==> src/inc/ext_bus_pkg.sv <==
// constants and types for the external bus port
// Notes on behaviour
// master drives address of each external access
// slave takes address from bus as input
// master drives address for peer internal access
// data bus carries words both ways
// keeper holds last data when undriven
// bank select decoded from address, one low
// async mode: selects change with address
// sync mode: select drops after ack seen
// read low strobe for low word reads
// outside party asserts read low to read
// read high strobe for high word reads
// outside party asserts read high to read
// write low strobe for low word writes
// outside party asserts write low to write
// write high strobe for high word writes
// outside party asserts write high to write
// only the bus master drives strobes
// tristate outputs on suspend or slave
// sync inputs sampled; async ones synchronised
// target pulls ack low for wait states
// device pulls ack low while slave busy; the port drives ack only when sync_mode_i is set
// strobes active low, idle high between accesses
package ext_bus_pkg;
  localparam int ADDR_W = 32;
  localparam int DATA_W = 64;
  localparam int WORD_W = 32;
  localparam int BANKS = 4;
  localparam int FIFO_DEPTH = 16;
  // bank size exponent reset value: banks of 2**BANK_SHIFT_RST words
  localparam logic [4:0] BANK_SHIFT_RST = 5'h14;
  // bank region starts above internal space
  localparam logic [ADDR_W-1:0] EXT_BASE = 32'h0010_0000;
  localparam logic [BANKS-1:0] SEL_IDLE = 4'hf;
  localparam logic [2:0] KEEPER_ID = 3'h0;
  // request word: write flag, high flag, low flag, address, data
  localparam int REQ_W = 3 + ADDR_W + DATA_W;
  typedef enum logic [1:0] {
    ST_IDLE = 2'b00,
    ST_ADDR = 2'b01,
    ST_STRB = 2'b10,
    ST_DONE = 2'b11
  } mst_state_t;

  // active-low bank select from address and bank size; at most one low, none outside the four banks
  function automatic logic [BANKS-1:0] bank_decode(input logic [ADDR_W-1:0] a,
                                                  input logic [4:0] shift);
    logic [ADDR_W-1:0] off;
    logic [ADDR_W-1:0] idx;
    off = a - EXT_BASE;
    idx = off >> shift;
    bank_decode = SEL_IDLE;
    if (a >= EXT_BASE && idx < ADDR_W'(BANKS)) begin
      bank_decode[idx[1:0]] = 1'b0;
    end
  endfunction : bank_decode
endpackage : ext_bus_pkg

==> src/rtl/ext_bus_port.sv <==
// external bus port: master sequencer, slave access path, pin drivers
`timescale 1ns/1ps
module ext_bus_port #(
  parameter int FIFO_DEPTH = ext_bus_pkg::FIFO_DEPTH,
  parameter int SLAVE_WAIT = 2
) (
  // clock and reset
  input wire logic clock_i,
  input wire logic nrst_i,
  // configuration
  input wire logic [2:0] processor_identifier_i,
  input wire logic sync_mode_i,
  input wire logic [4:0] bank_shift_i,
  input wire logic bus_master_i,
  // core request side
  input wire logic req_valid_i,
  output logic req_ready_o,
  input wire logic req_write_i,
  input wire logic req_high_i,
  input wire logic req_low_i,
  input wire logic [31:0] req_addr_i,
  input wire logic [63:0] req_wdata_i,
  output logic rsp_valid_o,
  output logic [63:0] rsp_rdata_o,
  // internal memory side for slave accesses
  output logic slv_valid_o,
  output logic slv_write_o,
  output logic [1:0] slv_word_o,
  output logic [31:0] slv_addr_o,
  output logic [63:0] slv_wdata_o,
  input wire logic [63:0] slv_rdata_i,
  // address pins
  input wire logic [31:0] ext_addr_bus_i,
  output logic [31:0] ext_addr_bus_o,
  output logic ext_addr_bus_oe_o,
  // data pins
  input wire logic [63:0] ext_data_bus_i,
  output logic [63:0] ext_data_bus_o,
  output logic ext_data_bus_oe_o,
  // bank selects
  output logic [3:0] bank_select_n_o,
  output logic bank_select_oe_o,
  // strobes
  input wire logic read_low_word_n_i,
  input wire logic read_high_word_n_i,
  input wire logic write_low_word_n_i,
  input wire logic write_high_word_n_i,
  output logic read_low_word_n_o,
  output logic read_high_word_n_o,
  output logic write_low_word_n_o,
  output logic write_high_word_n_o,
  output logic strobe_oe_o,
  // acknowledge and suspend
  input wire logic ack_i,
  output logic ack_o,
  output logic ack_oe_o,
  input wire logic suspend_bus_tristate_n_i
);
  localparam int RW = ext_bus_pkg::REQ_W;
  localparam int AW = ext_bus_pkg::ADDR_W;
  localparam int DW = ext_bus_pkg::DATA_W;

  ext_bus_pkg::mst_state_t st_q, st_d;
  logic f_valid, f_ready;
  logic [RW-1:0] f_data;
  logic [RW-1:0] cur_q, cur_d;
  logic [AW-1:0] addr_q, addr_d;
  logic [DW-1:0] dout_q, dout_d;
  logic [3:0] sel_q, sel_d;
  logic [3:0] strb_q, strb_d;
  logic aoe_q, aoe_d, doe_q, doe_d, soe_q, soe_d;
  logic rsp_v_q, rsp_v_d;
  logic [DW-1:0] rsp_q, rsp_d;
  logic susp_n;
  logic keep_en;
  logic keep_drv;
  logic [DW-1:0] kept_q, kept_d;
  logic [AW-1:0] saddr_q, saddr_d;
  logic [3:0] sstrb_q, sstrb_d;
  logic [7:0] swait_q, swait_d;
  logic sv_q, sv_d, ack_q, ack_d, ackoe_q, ackoe_d;
  logic sdoe_q, sdoe_d;
  logic [DW-1:0] sdout_q, sdout_d;
  logic [3:0] pin_strb;
  logic wr, hi, lo;

  // core requests queue here so bursts of requests stall the core, not drop
  req_fifo #(.WIDTH(RW), .DEPTH(FIFO_DEPTH)) u_fifo (
    .clock_i(clock_i),
    .nrst_i(nrst_i),
    .in_valid_i(req_valid_i),
    .in_ready_o(req_ready_o),
    .in_data_i({req_write_i, req_high_i, req_low_i, req_addr_i, req_wdata_i}),
    .out_valid_o(f_valid),
    .out_ready_i(f_ready),
    .out_data_o(f_data)
  );

  // suspend may arrive at any time, so it is synchronised
  sync2 #(.RST_VAL(1'b1)) u_susp (
    .clock_i(clock_i),
    .nrst_i(nrst_i),
    .async_i(suspend_bus_tristate_n_i),
    .sync_o(susp_n)
  );

  assign wr = cur_q[RW-1];
  assign hi = cur_q[RW-2];
  assign lo = cur_q[RW-3];
  // strobe inputs sampled directly: they are synchronous to the clock
  assign pin_strb = {read_low_word_n_i, read_high_word_n_i,
                     write_low_word_n_i, write_high_word_n_i};
  assign keep_en = (processor_identifier_i[2:1] == ext_bus_pkg::KEEPER_ID[2:1]);
  // keeper holds the pins only while no strobe is active; during a transfer
  // some party drives the data lines and the keeper must not fight it
  assign keep_drv = keep_en && (pin_strb == 4'hf);

  // master sequencer: address phase, strobe phase, wait for ack
  always_comb begin
    st_d = st_q;
    cur_d = cur_q;
    addr_d = addr_q;
    dout_d = dout_q;
    sel_d = sel_q;
    strb_d = strb_q;
    aoe_d = aoe_q;
    doe_d = doe_q;
    soe_d = soe_q;
    rsp_v_d = 1'b0;
    rsp_d = rsp_q;
    f_ready = 1'b0;
    case (st_q)
      ext_bus_pkg::ST_IDLE: begin
        strb_d = 4'hf;
        sel_d = ext_bus_pkg::SEL_IDLE;
        aoe_d = 1'b0;
        doe_d = 1'b0;
        soe_d = 1'b0;
        // a suspended or non-master port starts nothing
        if (f_valid && bus_master_i && susp_n) begin
          f_ready = 1'b1;
          cur_d = f_data;
          addr_d = f_data[AW+DW-1:DW];
          dout_d = f_data[DW-1:0];
          // selects move with the address in both modes
          sel_d = ext_bus_pkg::bank_decode(f_data[AW+DW-1:DW], bank_shift_i);
          aoe_d = 1'b1;
          soe_d = 1'b1;
          st_d = ext_bus_pkg::ST_ADDR;
        end
      end
      ext_bus_pkg::ST_ADDR: begin
        strb_d = {~(lo & ~wr), ~(hi & ~wr), ~(lo & wr), ~(hi & wr)};
        doe_d = wr;
        st_d = ext_bus_pkg::ST_STRB;
      end
      ext_bus_pkg::ST_STRB: begin
        // hold while the target stretches with ack low
        if (ack_i) begin
          if (sync_mode_i) begin
            sel_d = ext_bus_pkg::SEL_IDLE;
          end
          strb_d = 4'hf;
          rsp_d = ext_data_bus_i;
          rsp_v_d = ~wr;
          st_d = ext_bus_pkg::ST_DONE;
        end
      end
      ext_bus_pkg::ST_DONE: begin
        // write data stays one cycle past the strobe so the target sees it settled
        sel_d = ext_bus_pkg::SEL_IDLE;
        doe_d = 1'b0;
        st_d = ext_bus_pkg::ST_IDLE;
      end
      default: begin
        st_d = ext_bus_pkg::ST_IDLE;
      end
    endcase
  end

  always_ff @(posedge clock_i) begin
    if (!nrst_i) begin
      st_q <= ext_bus_pkg::ST_IDLE;
      cur_q <= '0;
      addr_q <= '0;
      dout_q <= '0;
      sel_q <= ext_bus_pkg::SEL_IDLE;
      strb_q <= 4'hf;
      aoe_q <= 1'b0;
      doe_q <= 1'b0;
      soe_q <= 1'b0;
      rsp_v_q <= 1'b0;
      rsp_q <= '0;
    end else begin
      st_q <= st_d;
      cur_q <= cur_d;
      addr_q <= addr_d;
      dout_q <= dout_d;
      sel_q <= sel_d;
      strb_q <= strb_d;
      aoe_q <= aoe_d;
      doe_q <= doe_d;
      soe_q <= soe_d;
      rsp_v_q <= rsp_v_d;
      rsp_q <= rsp_d;
    end
  end

  // slave path: an outside master strobes our internal memory
  always_comb begin
    saddr_d = ext_addr_bus_i;
    sstrb_d = bus_master_i ? 4'hf : pin_strb;
    sv_d = 1'b0;
    swait_d = swait_q;
    ack_d = 1'b1;
    ackoe_d = 1'b0;
    sdoe_d = 1'b0;
    sdout_d = sdout_q;
    if (!bus_master_i && sstrb_q != 4'hf) begin
      ackoe_d = sync_mode_i;
      if (swait_q < 8'(SLAVE_WAIT)) begin
        swait_d = swait_q + 8'h01;
        ack_d = 1'b0;
      end else if (swait_q == 8'(SLAVE_WAIT)) begin
        // count one past the limit so a held strobe is passed inward only once;
        // a strobe that changes at this point is dropped, not half served
        swait_d = swait_q + 8'h01;
        sv_d = (sstrb_d == sstrb_q);
      end
      sdoe_d = ~(sstrb_q[3] & sstrb_q[2]); // read: we answer on the data pins
      sdout_d = slv_rdata_i;
    end else begin
      swait_d = '0;
    end
  end

  always_ff @(posedge clock_i) begin
    if (!nrst_i) begin
      saddr_q <= '0;
      sstrb_q <= 4'hf;
      sv_q <= 1'b0;
      swait_q <= '0;
      ack_q <= 1'b1;
      ackoe_q <= 1'b0;
      sdoe_q <= 1'b0;
      sdout_q <= '0;
    end else begin
      saddr_q <= saddr_d;
      sstrb_q <= sstrb_d;
      sv_q <= sv_d;
      swait_q <= swait_d;
      ack_q <= ack_d;
      ackoe_q <= ackoe_d;
      sdoe_q <= sdoe_d;
      sdout_q <= sdout_d;
    end
  end

  // keeper: remember the last level that any party drove on the bus
  always_comb begin
    kept_d = kept_q;
    if (doe_q) begin
      kept_d = dout_q;
    end else if (sdoe_q) begin
      kept_d = sdout_q;
    end else if (pin_strb != 4'hf) begin
      // another party drives during its strobe; idle levels are not taken
      kept_d = ext_data_bus_i;
    end
  end

  always_ff @(posedge clock_i) begin
    if (!nrst_i) begin
      kept_q <= '0;
    end else begin
      kept_q <= kept_d;
    end
  end

  // pin drivers; suspend or slave role floats master outputs
  assign ext_addr_bus_o = addr_q;
  assign ext_addr_bus_oe_o = aoe_q & susp_n & bus_master_i;
  assign ext_data_bus_o = doe_q ? dout_q : (sdoe_q ? sdout_q : kept_q);
  assign ext_data_bus_oe_o = ((doe_q & bus_master_i) | sdoe_q | keep_drv) & susp_n;
  assign bank_select_n_o = sel_q;
  assign bank_select_oe_o = soe_q & susp_n & bus_master_i;
  assign {read_low_word_n_o, read_high_word_n_o, write_low_word_n_o, write_high_word_n_o} = strb_q;
  assign strobe_oe_o = soe_q & susp_n & bus_master_i;
  assign ack_o = ack_q;
  assign ack_oe_o = ackoe_q;
  assign rsp_valid_o = rsp_v_q;
  assign rsp_rdata_o = rsp_q;
  assign slv_valid_o = sv_q;
  assign slv_write_o = ~(sstrb_q[1] & sstrb_q[0]);
  assign slv_word_o = {~(sstrb_q[2] & sstrb_q[0]), ~(sstrb_q[3] & sstrb_q[1])};
  assign slv_addr_o = saddr_q;
  assign slv_wdata_o = ext_data_bus_i;
endmodule : ext_bus_port

==> src/rtl/req_fifo.sv <==
// request fifo in front of the bus master sequencer
`timescale 1ns/1ps
module req_fifo #(
  parameter int WIDTH = 8,
  parameter int DEPTH = 16
) (
  // clock and reset
  input wire logic clock_i,
  input wire logic nrst_i,
  // fill side
  input wire logic in_valid_i,
  output logic in_ready_o,
  input wire logic [WIDTH-1:0] in_data_i,
  // drain side
  output logic out_valid_o,
  input wire logic out_ready_i,
  output logic [WIDTH-1:0] out_data_o
);
  localparam int AW = $clog2(DEPTH);
  logic [WIDTH-1:0] mem_q [DEPTH];
  logic [AW:0] wr_q, wr_d, rd_q, rd_d;
  logic push, pop;

  // full when pointers differ only in the wrap bit
  assign in_ready_o = !((wr_q[AW] != rd_q[AW]) && (wr_q[AW-1:0] == rd_q[AW-1:0]));
  assign out_valid_o = (wr_q != rd_q);
  assign out_data_o = mem_q[rd_q[AW-1:0]];
  assign push = in_valid_i && in_ready_o;
  assign pop = out_valid_o && out_ready_i;

  always_comb begin
    wr_d = wr_q + (AW+1)'(push);
    rd_d = rd_q + (AW+1)'(pop);
  end

  always_ff @(posedge clock_i) begin
    if (!nrst_i) begin
      wr_q <= '0;
      rd_q <= '0;
    end else begin
      wr_q <= wr_d;
      rd_q <= rd_d;
    end
  end

  // storage has no reset; only words behind the pointers are read
  always_ff @(posedge clock_i) begin
    if (push) begin
      mem_q[wr_q[AW-1:0]] <= in_data_i;
    end
  end
endmodule : req_fifo

==> src/rtl/sync2.sv <==
// two-flop synchroniser for asynchronous inputs
`timescale 1ns/1ps
module sync2 #(
  parameter logic RST_VAL = 1'b1
) (
  input wire logic clock_i,
  input wire logic nrst_i,
  input wire logic async_i,
  output logic sync_o
);
  logic meta_q;
  logic sync_q;

  // first stage is read only by the second
  always_ff @(posedge clock_i) begin
    if (!nrst_i) begin
      meta_q <= RST_VAL;
      sync_q <= RST_VAL;
    end else begin
      meta_q <= async_i;
      sync_q <= meta_q;
    end
  end
  assign sync_o = sync_q;
endmodule : sync2

==> config.mk <==
export PLATFORM = sky130hd
export DESIGN_NAME = ext_bus_port
export DESIGN_NICKNAME = d
export VERILOG_FILES = /design/src/inc/ext_bus_pkg.sv /design/src/rtl/ext_bus_port.sv /design/src/rtl/req_fifo.sv /design/src/rtl/sync2.sv
export SDC_FILE = /design/constraint.sdc
export NUM_CORES = 2
export LEC_CHECK = 0
export BUFFER_PORTS_ARGS = -buffer_cell sky130_fd_sc_hd__buf_2
export CELL_PAD_IN_SITES_DETAIL_PLACEMENT = 0
export CELL_PAD_IN_SITES_GLOBAL_PLACEMENT = 2
export CORE_MARGIN = 2
export CORE_UTILIZATION = 45
export CTS_CLUSTER_SIZE = 8
export DETAILED_ROUTE_END_ITERATION = 7
export GPL_TIMING_DRIVEN = 0
export PLACE_DENSITY = 0.81
export SETUP_SLACK_MARGIN = 0.4
export SYNTH_ARGS = -nofsm -noshare
export SYNTH_HDL_FRONTEND = slang
export SYNTH_SLANG_ARGS = --single-unit
export TNS_END_PERCENT = 30
==> constraint.sdc <==
create_clock -name clock_i -period 12 [get_ports clock_i]
set_input_delay 1.2 -clock clock_i [delete_from_list [all_inputs] [get_ports clock_i]]
set_output_delay 1.2 -clock clock_i [all_outputs]
set_load 0.05 [all_outputs]
==> impl_summary.log <==
INFO  metric run_status = finished clean
INFO  metric finalClockSkew = 87.2 ps
INFO  metric fp.dieArea = 176000 sq um
INFO  metric gp_congestion = 0.931
INFO  metric number_of_global_route_vias_before_repair = 46500
INFO  metric register_area = 54900 sq um
INFO  metric synth_cell_type_count = 72
INFO  metric post-cts-setup-buffer-count = 0
INFO  metric post-route-min-period = 8500 ps
INFO  metric htree_num_levels = 5
INFO  metric std_cell_rows = 152
INFO  metric cts_clk_pin_slew_worst_paths = 50 ps
INFO  metric root_buffer = clkbuf_16
INFO  metric grt.met3_usage = 5.60%
INFO  metric ys_seq_elements = 1948
INFO  metric rsz_0062_raised_after_global_routing = no
INFO  metric drt-initial-drc-count = 5863
INFO  metric cp_data_arrival_time = 9220 ps
INFO  metric yosysWarnings = 0
INFO  metric post_cts_hold_buffer_count = 0
INFO  metric gr-max-usage-layer = met2
INFO  metric final_total_power = 17.3 mW
INFO  metric detail_route.wl_per_cell = 30.8 um
INFO  metric hold_violations = 0
INFO  metric clk_path_buf_depth = 4
INFO  metric detail_route.first_pass.iterations = 6
INFO  metric route.antenna.remaining_nets = 0
INFO  metric required = 12730 ps
INFO  metric synthToLayoutAreaGrowth = 20.4%
INFO  metric timing_worst_slew_pin_value = 1410 ps
INFO  metric tritoncts_clock_tree = built
INFO  metric die_h = 419 um
INFO  metric core-area = 171000 sq um
INFO  metric irDropWorstVdd = 146 uV
INFO  metric grt_pass1_wl = 348000 um
INFO  metric fin_crit_sh = 70.8%
INFO  metric cts.sinks = 1948
INFO  metric met1_usage = 38.4%
INFO  metric die_width = 419 um
INFO  metric internal_power = 12.9 mW
INFO  metric nets = 5973
INFO  metric worst_skew_pair.late_latency = 930 ps
INFO  metric max-slew-margin-rel = 6.04%
INFO  metric nFillCells = 13600
INFO  metric final_design_area_no_fill = 93300 sq um
INFO  metric route.final.wire_length = 250000 um
INFO  metric worst_hold_path_type = flop to flop
INFO  metric final_common_cell = edfxtp_1
INFO  metric synth_fp_nets = 5006
INFO  metric synthArstFlopShare = 0%
INFO  metric powerDensity = 186 nW/um^2
INFO  metric grt_overflow = 0
INFO  metric top_level_ports = 554
INFO  metric final_max_slew_viol_count = 0
INFO  metric floorplan.initialDensity = 45.2%
INFO  metric grt_util_overall = 28.3%
INFO  metric achievable-frequency = 118 MHz
INFO  metric netlist_instances = 4713
INFO  metric cp_max_fo = 10
INFO  metric share_clk_of_total_power = 42.2%
INFO  metric final_layout_size_suffix_gt1_share = 28.3%
INFO  metric netSwitchingFraction = 25.8%
INFO  metric timing.final.setup_violations = 0
INFO  metric cts_resized = 0
INFO  metric sequential_power_share = 43.8%
INFO  metric p_sw = 4.47 mW
INFO  metric grt_max_degree = 23
INFO  metric post_dp_cell_area = 85300 sq um
INFO  metric synth_enable_flop_cells = 1584
INFO  metric power.combinational.fraction = 14.0%
INFO  metric via_count = 47600
INFO  metric place.port_buffers = 549
INFO  metric final_layout_worst_hold_slack = 405 ps
INFO  metric post-dp-hpwl = 175000 um
INFO  metric criticalPathCategory = flop to flop
INFO  metric antenna_found_initial = 64
INFO  metric synth_area = 77500 sq um
INFO  metric multi_input_area = 20800 sq um
INFO  metric top_library_cells_by_usage_in_the_layout_fill_and_taps_aside = edfxtp_1 (1584), nand2_1 (712), buf_2 (577)
INFO  metric synth.yosys.seq_area_share = 70.8%
INFO  metric synth.avg_cell_area = 16.4 sq um
INFO  metric drv.max_cap_violation_count = 0
INFO  metric crit_path_end_kind = flop
INFO  metric cts-buffers-inserted = 294
INFO  metric critical_path.startpoint_type = flop
INFO  metric via_per_inst = 5.85
INFO  metric met2_usage = 44.8%
INFO  metric leakagePower = 31.6 nW
INFO  metric synth_top_flop_cell = edfxtp_1
INFO  metric drc = 0
## registers in the layout (all words and copies together), names as in the netlist, 2 cells and up
signal,flops
bank_select_n_o,4
cur_q,99
kept_q,64
rsp_rdata_o,64
sdout_q,64
slv_addr_o,32
sstrb_q,4
st_q,2
strb_q,4
swait_q,8
u_fifo.mem_q,1584
u_fifo.rd_q,5
u_fifo.wr_q,5
## worst paths after layout
| kind | slack (ps) | cells past startpoint | end | startpoint |
|---|---|---|---|---|
| worst max-delay path | 3500 | 20 | bank_select_n_o[0]$_SDFFE_PN1P_ | u_fifo.rd_q[3]$_SDFF_PN0_ |
| worst min register to register | 410 | 1 | u_susp.sync_o$_SDFF_PN1_ | u_susp.meta_q$_SDFF_PN1_ |
| worst min-delay path | 410 | 1 | u_susp.sync_o$_SDFF_PN1_ | u_susp.meta_q$_SDFF_PN1_ |
| worst max register to register | 3500 | 20 | bank_select_n_o[0]$_SDFFE_PN1P_ | u_fifo.rd_q[3]$_SDFF_PN0_ |
## layer usage
| layer | share of wire, % | wire length, um | vias to the layer above |
|---|---|---|---|
| li1 | - | - | 20100 |
| met1 | 39 | 98800 | 24400 |
| met2 | 47 | 118000 | 2578 |
| met3 | 8.9 | 22400 | 529 |
| met4 | 4.2 | 10500 | 28 |
| met5 | 0.075 | 188 | - |
## logic make-up (layout without fill, tap and decap cells)
group / after synthesis / in the layout / synth area share [%]
buf+inv: 408 / 1503 / 2.54
other cells: 0 / 21 / 0
flops: 1948 / 1948 / 70.8
xor+xnor: 19 / 19 / 0.215
simple gates: 1036 / 1036 / 5.62
mux: 587 / 587 / 14.8
compound gates: 700 / 700 / 5.82
fa+ha+maj: 15 / 15 / 0.242
## cell usage after synthesis, types with 8 or more instances
cell,number,share of area [%]
mux4_2,442,13
ha_1,15,0.24
nand2_1,712,3.4
o21ai_0,178,1.1
nor3_1,11,0.071
xor2_1,8,0.090
nor4_1,10,0.081
xnor2_1,11,0.12
buf_4,102,0.99
o211ai_1,12,0.12
nand3_1,17,0.11
edfxtp_1,1584,61
a211o_1,9,0.10
a22oi_1,15,0.15
mux2i_1,94,1.2
and3_1,16,0.13
a21boi_0,219,2.1
dfxtp_1,364,9.4
inv_1,18,0.087
o22ai_1,21,0.17
nand2b_1,19,0.15
a211oi_1,12,0.12
and2_1,61,0.49
buf_1,46,0.22
clkbuf_1,207,1.0
buf_2,28,0.18
a21oi_1,160,1.0
nor2b_1,15,0.12
mux2_2,49,0.71
nor2_1,141,0.68
## layout make-up
| type | instances | area share [%] |
|---|---|---|
| inverters | 22 | 0.0885 |
| flip-flops and latches | 1948 | 58.8 |
| plain buffers | 386 | 2.03 |
| well taps | 2310 | 3.10 |
| repair buffers | 671 | 5.05 |
| diodes | 21 | 0.0563 |
| multi-input cells | 2357 | 22.3 |
| clock inverters | 10 | 0.0925 |
| clock buffers | 414 | 8.51 |
## critical path: stages, from the launching register on
cell,delay (ps)
dfxtp_1,290
clkbuf_1,280
inv_2,300
buf_1,710
clkbuf_1,1060
buf_1,800
clkbuf_1,1100
nand2_1,100
nand2_1,300
ha_1,210
clkbuf_1,360
inv_1,260
a211oi_1,310
a2bb2oi_1,280
nor3_1,410
xnor2_1,270
o221ai_2,230
nor4_4,270
nor2_1,130
o41ai_4,460
a41oi_1,180
## power by group through the flow
| stage | sequential, mW | clock (mW) | combinational, mW |
|---|---|---|---|
| floorplan | 7.79 | 0 | 1.43 |
| global placement | 7.75 | 0 | 2.37 |
| detailed placement | 7.72 | 0 | 2.42 |
| CTS | 7.59 | 7.41 | 2.43 |
| global route | 7.60 | 7.68 | 2.57 |
| finish | 7.59 | 7.32 | 2.43 |
## through the flow
stage	setup TNS (ps)	std cells	setup WS [ps]	util [%]
final	0	8139	3500	54.5
after global routing	0	8130	3200	54.5
after CTS	0	8118	3680	54.4
after detailed placement	0	7694	3740	49.8
after global placement	-6036010	7572	-8890	48.5
after floorplan	0	4713	1820	-
No activity file was read; power rests on OpenSTA's default activity.
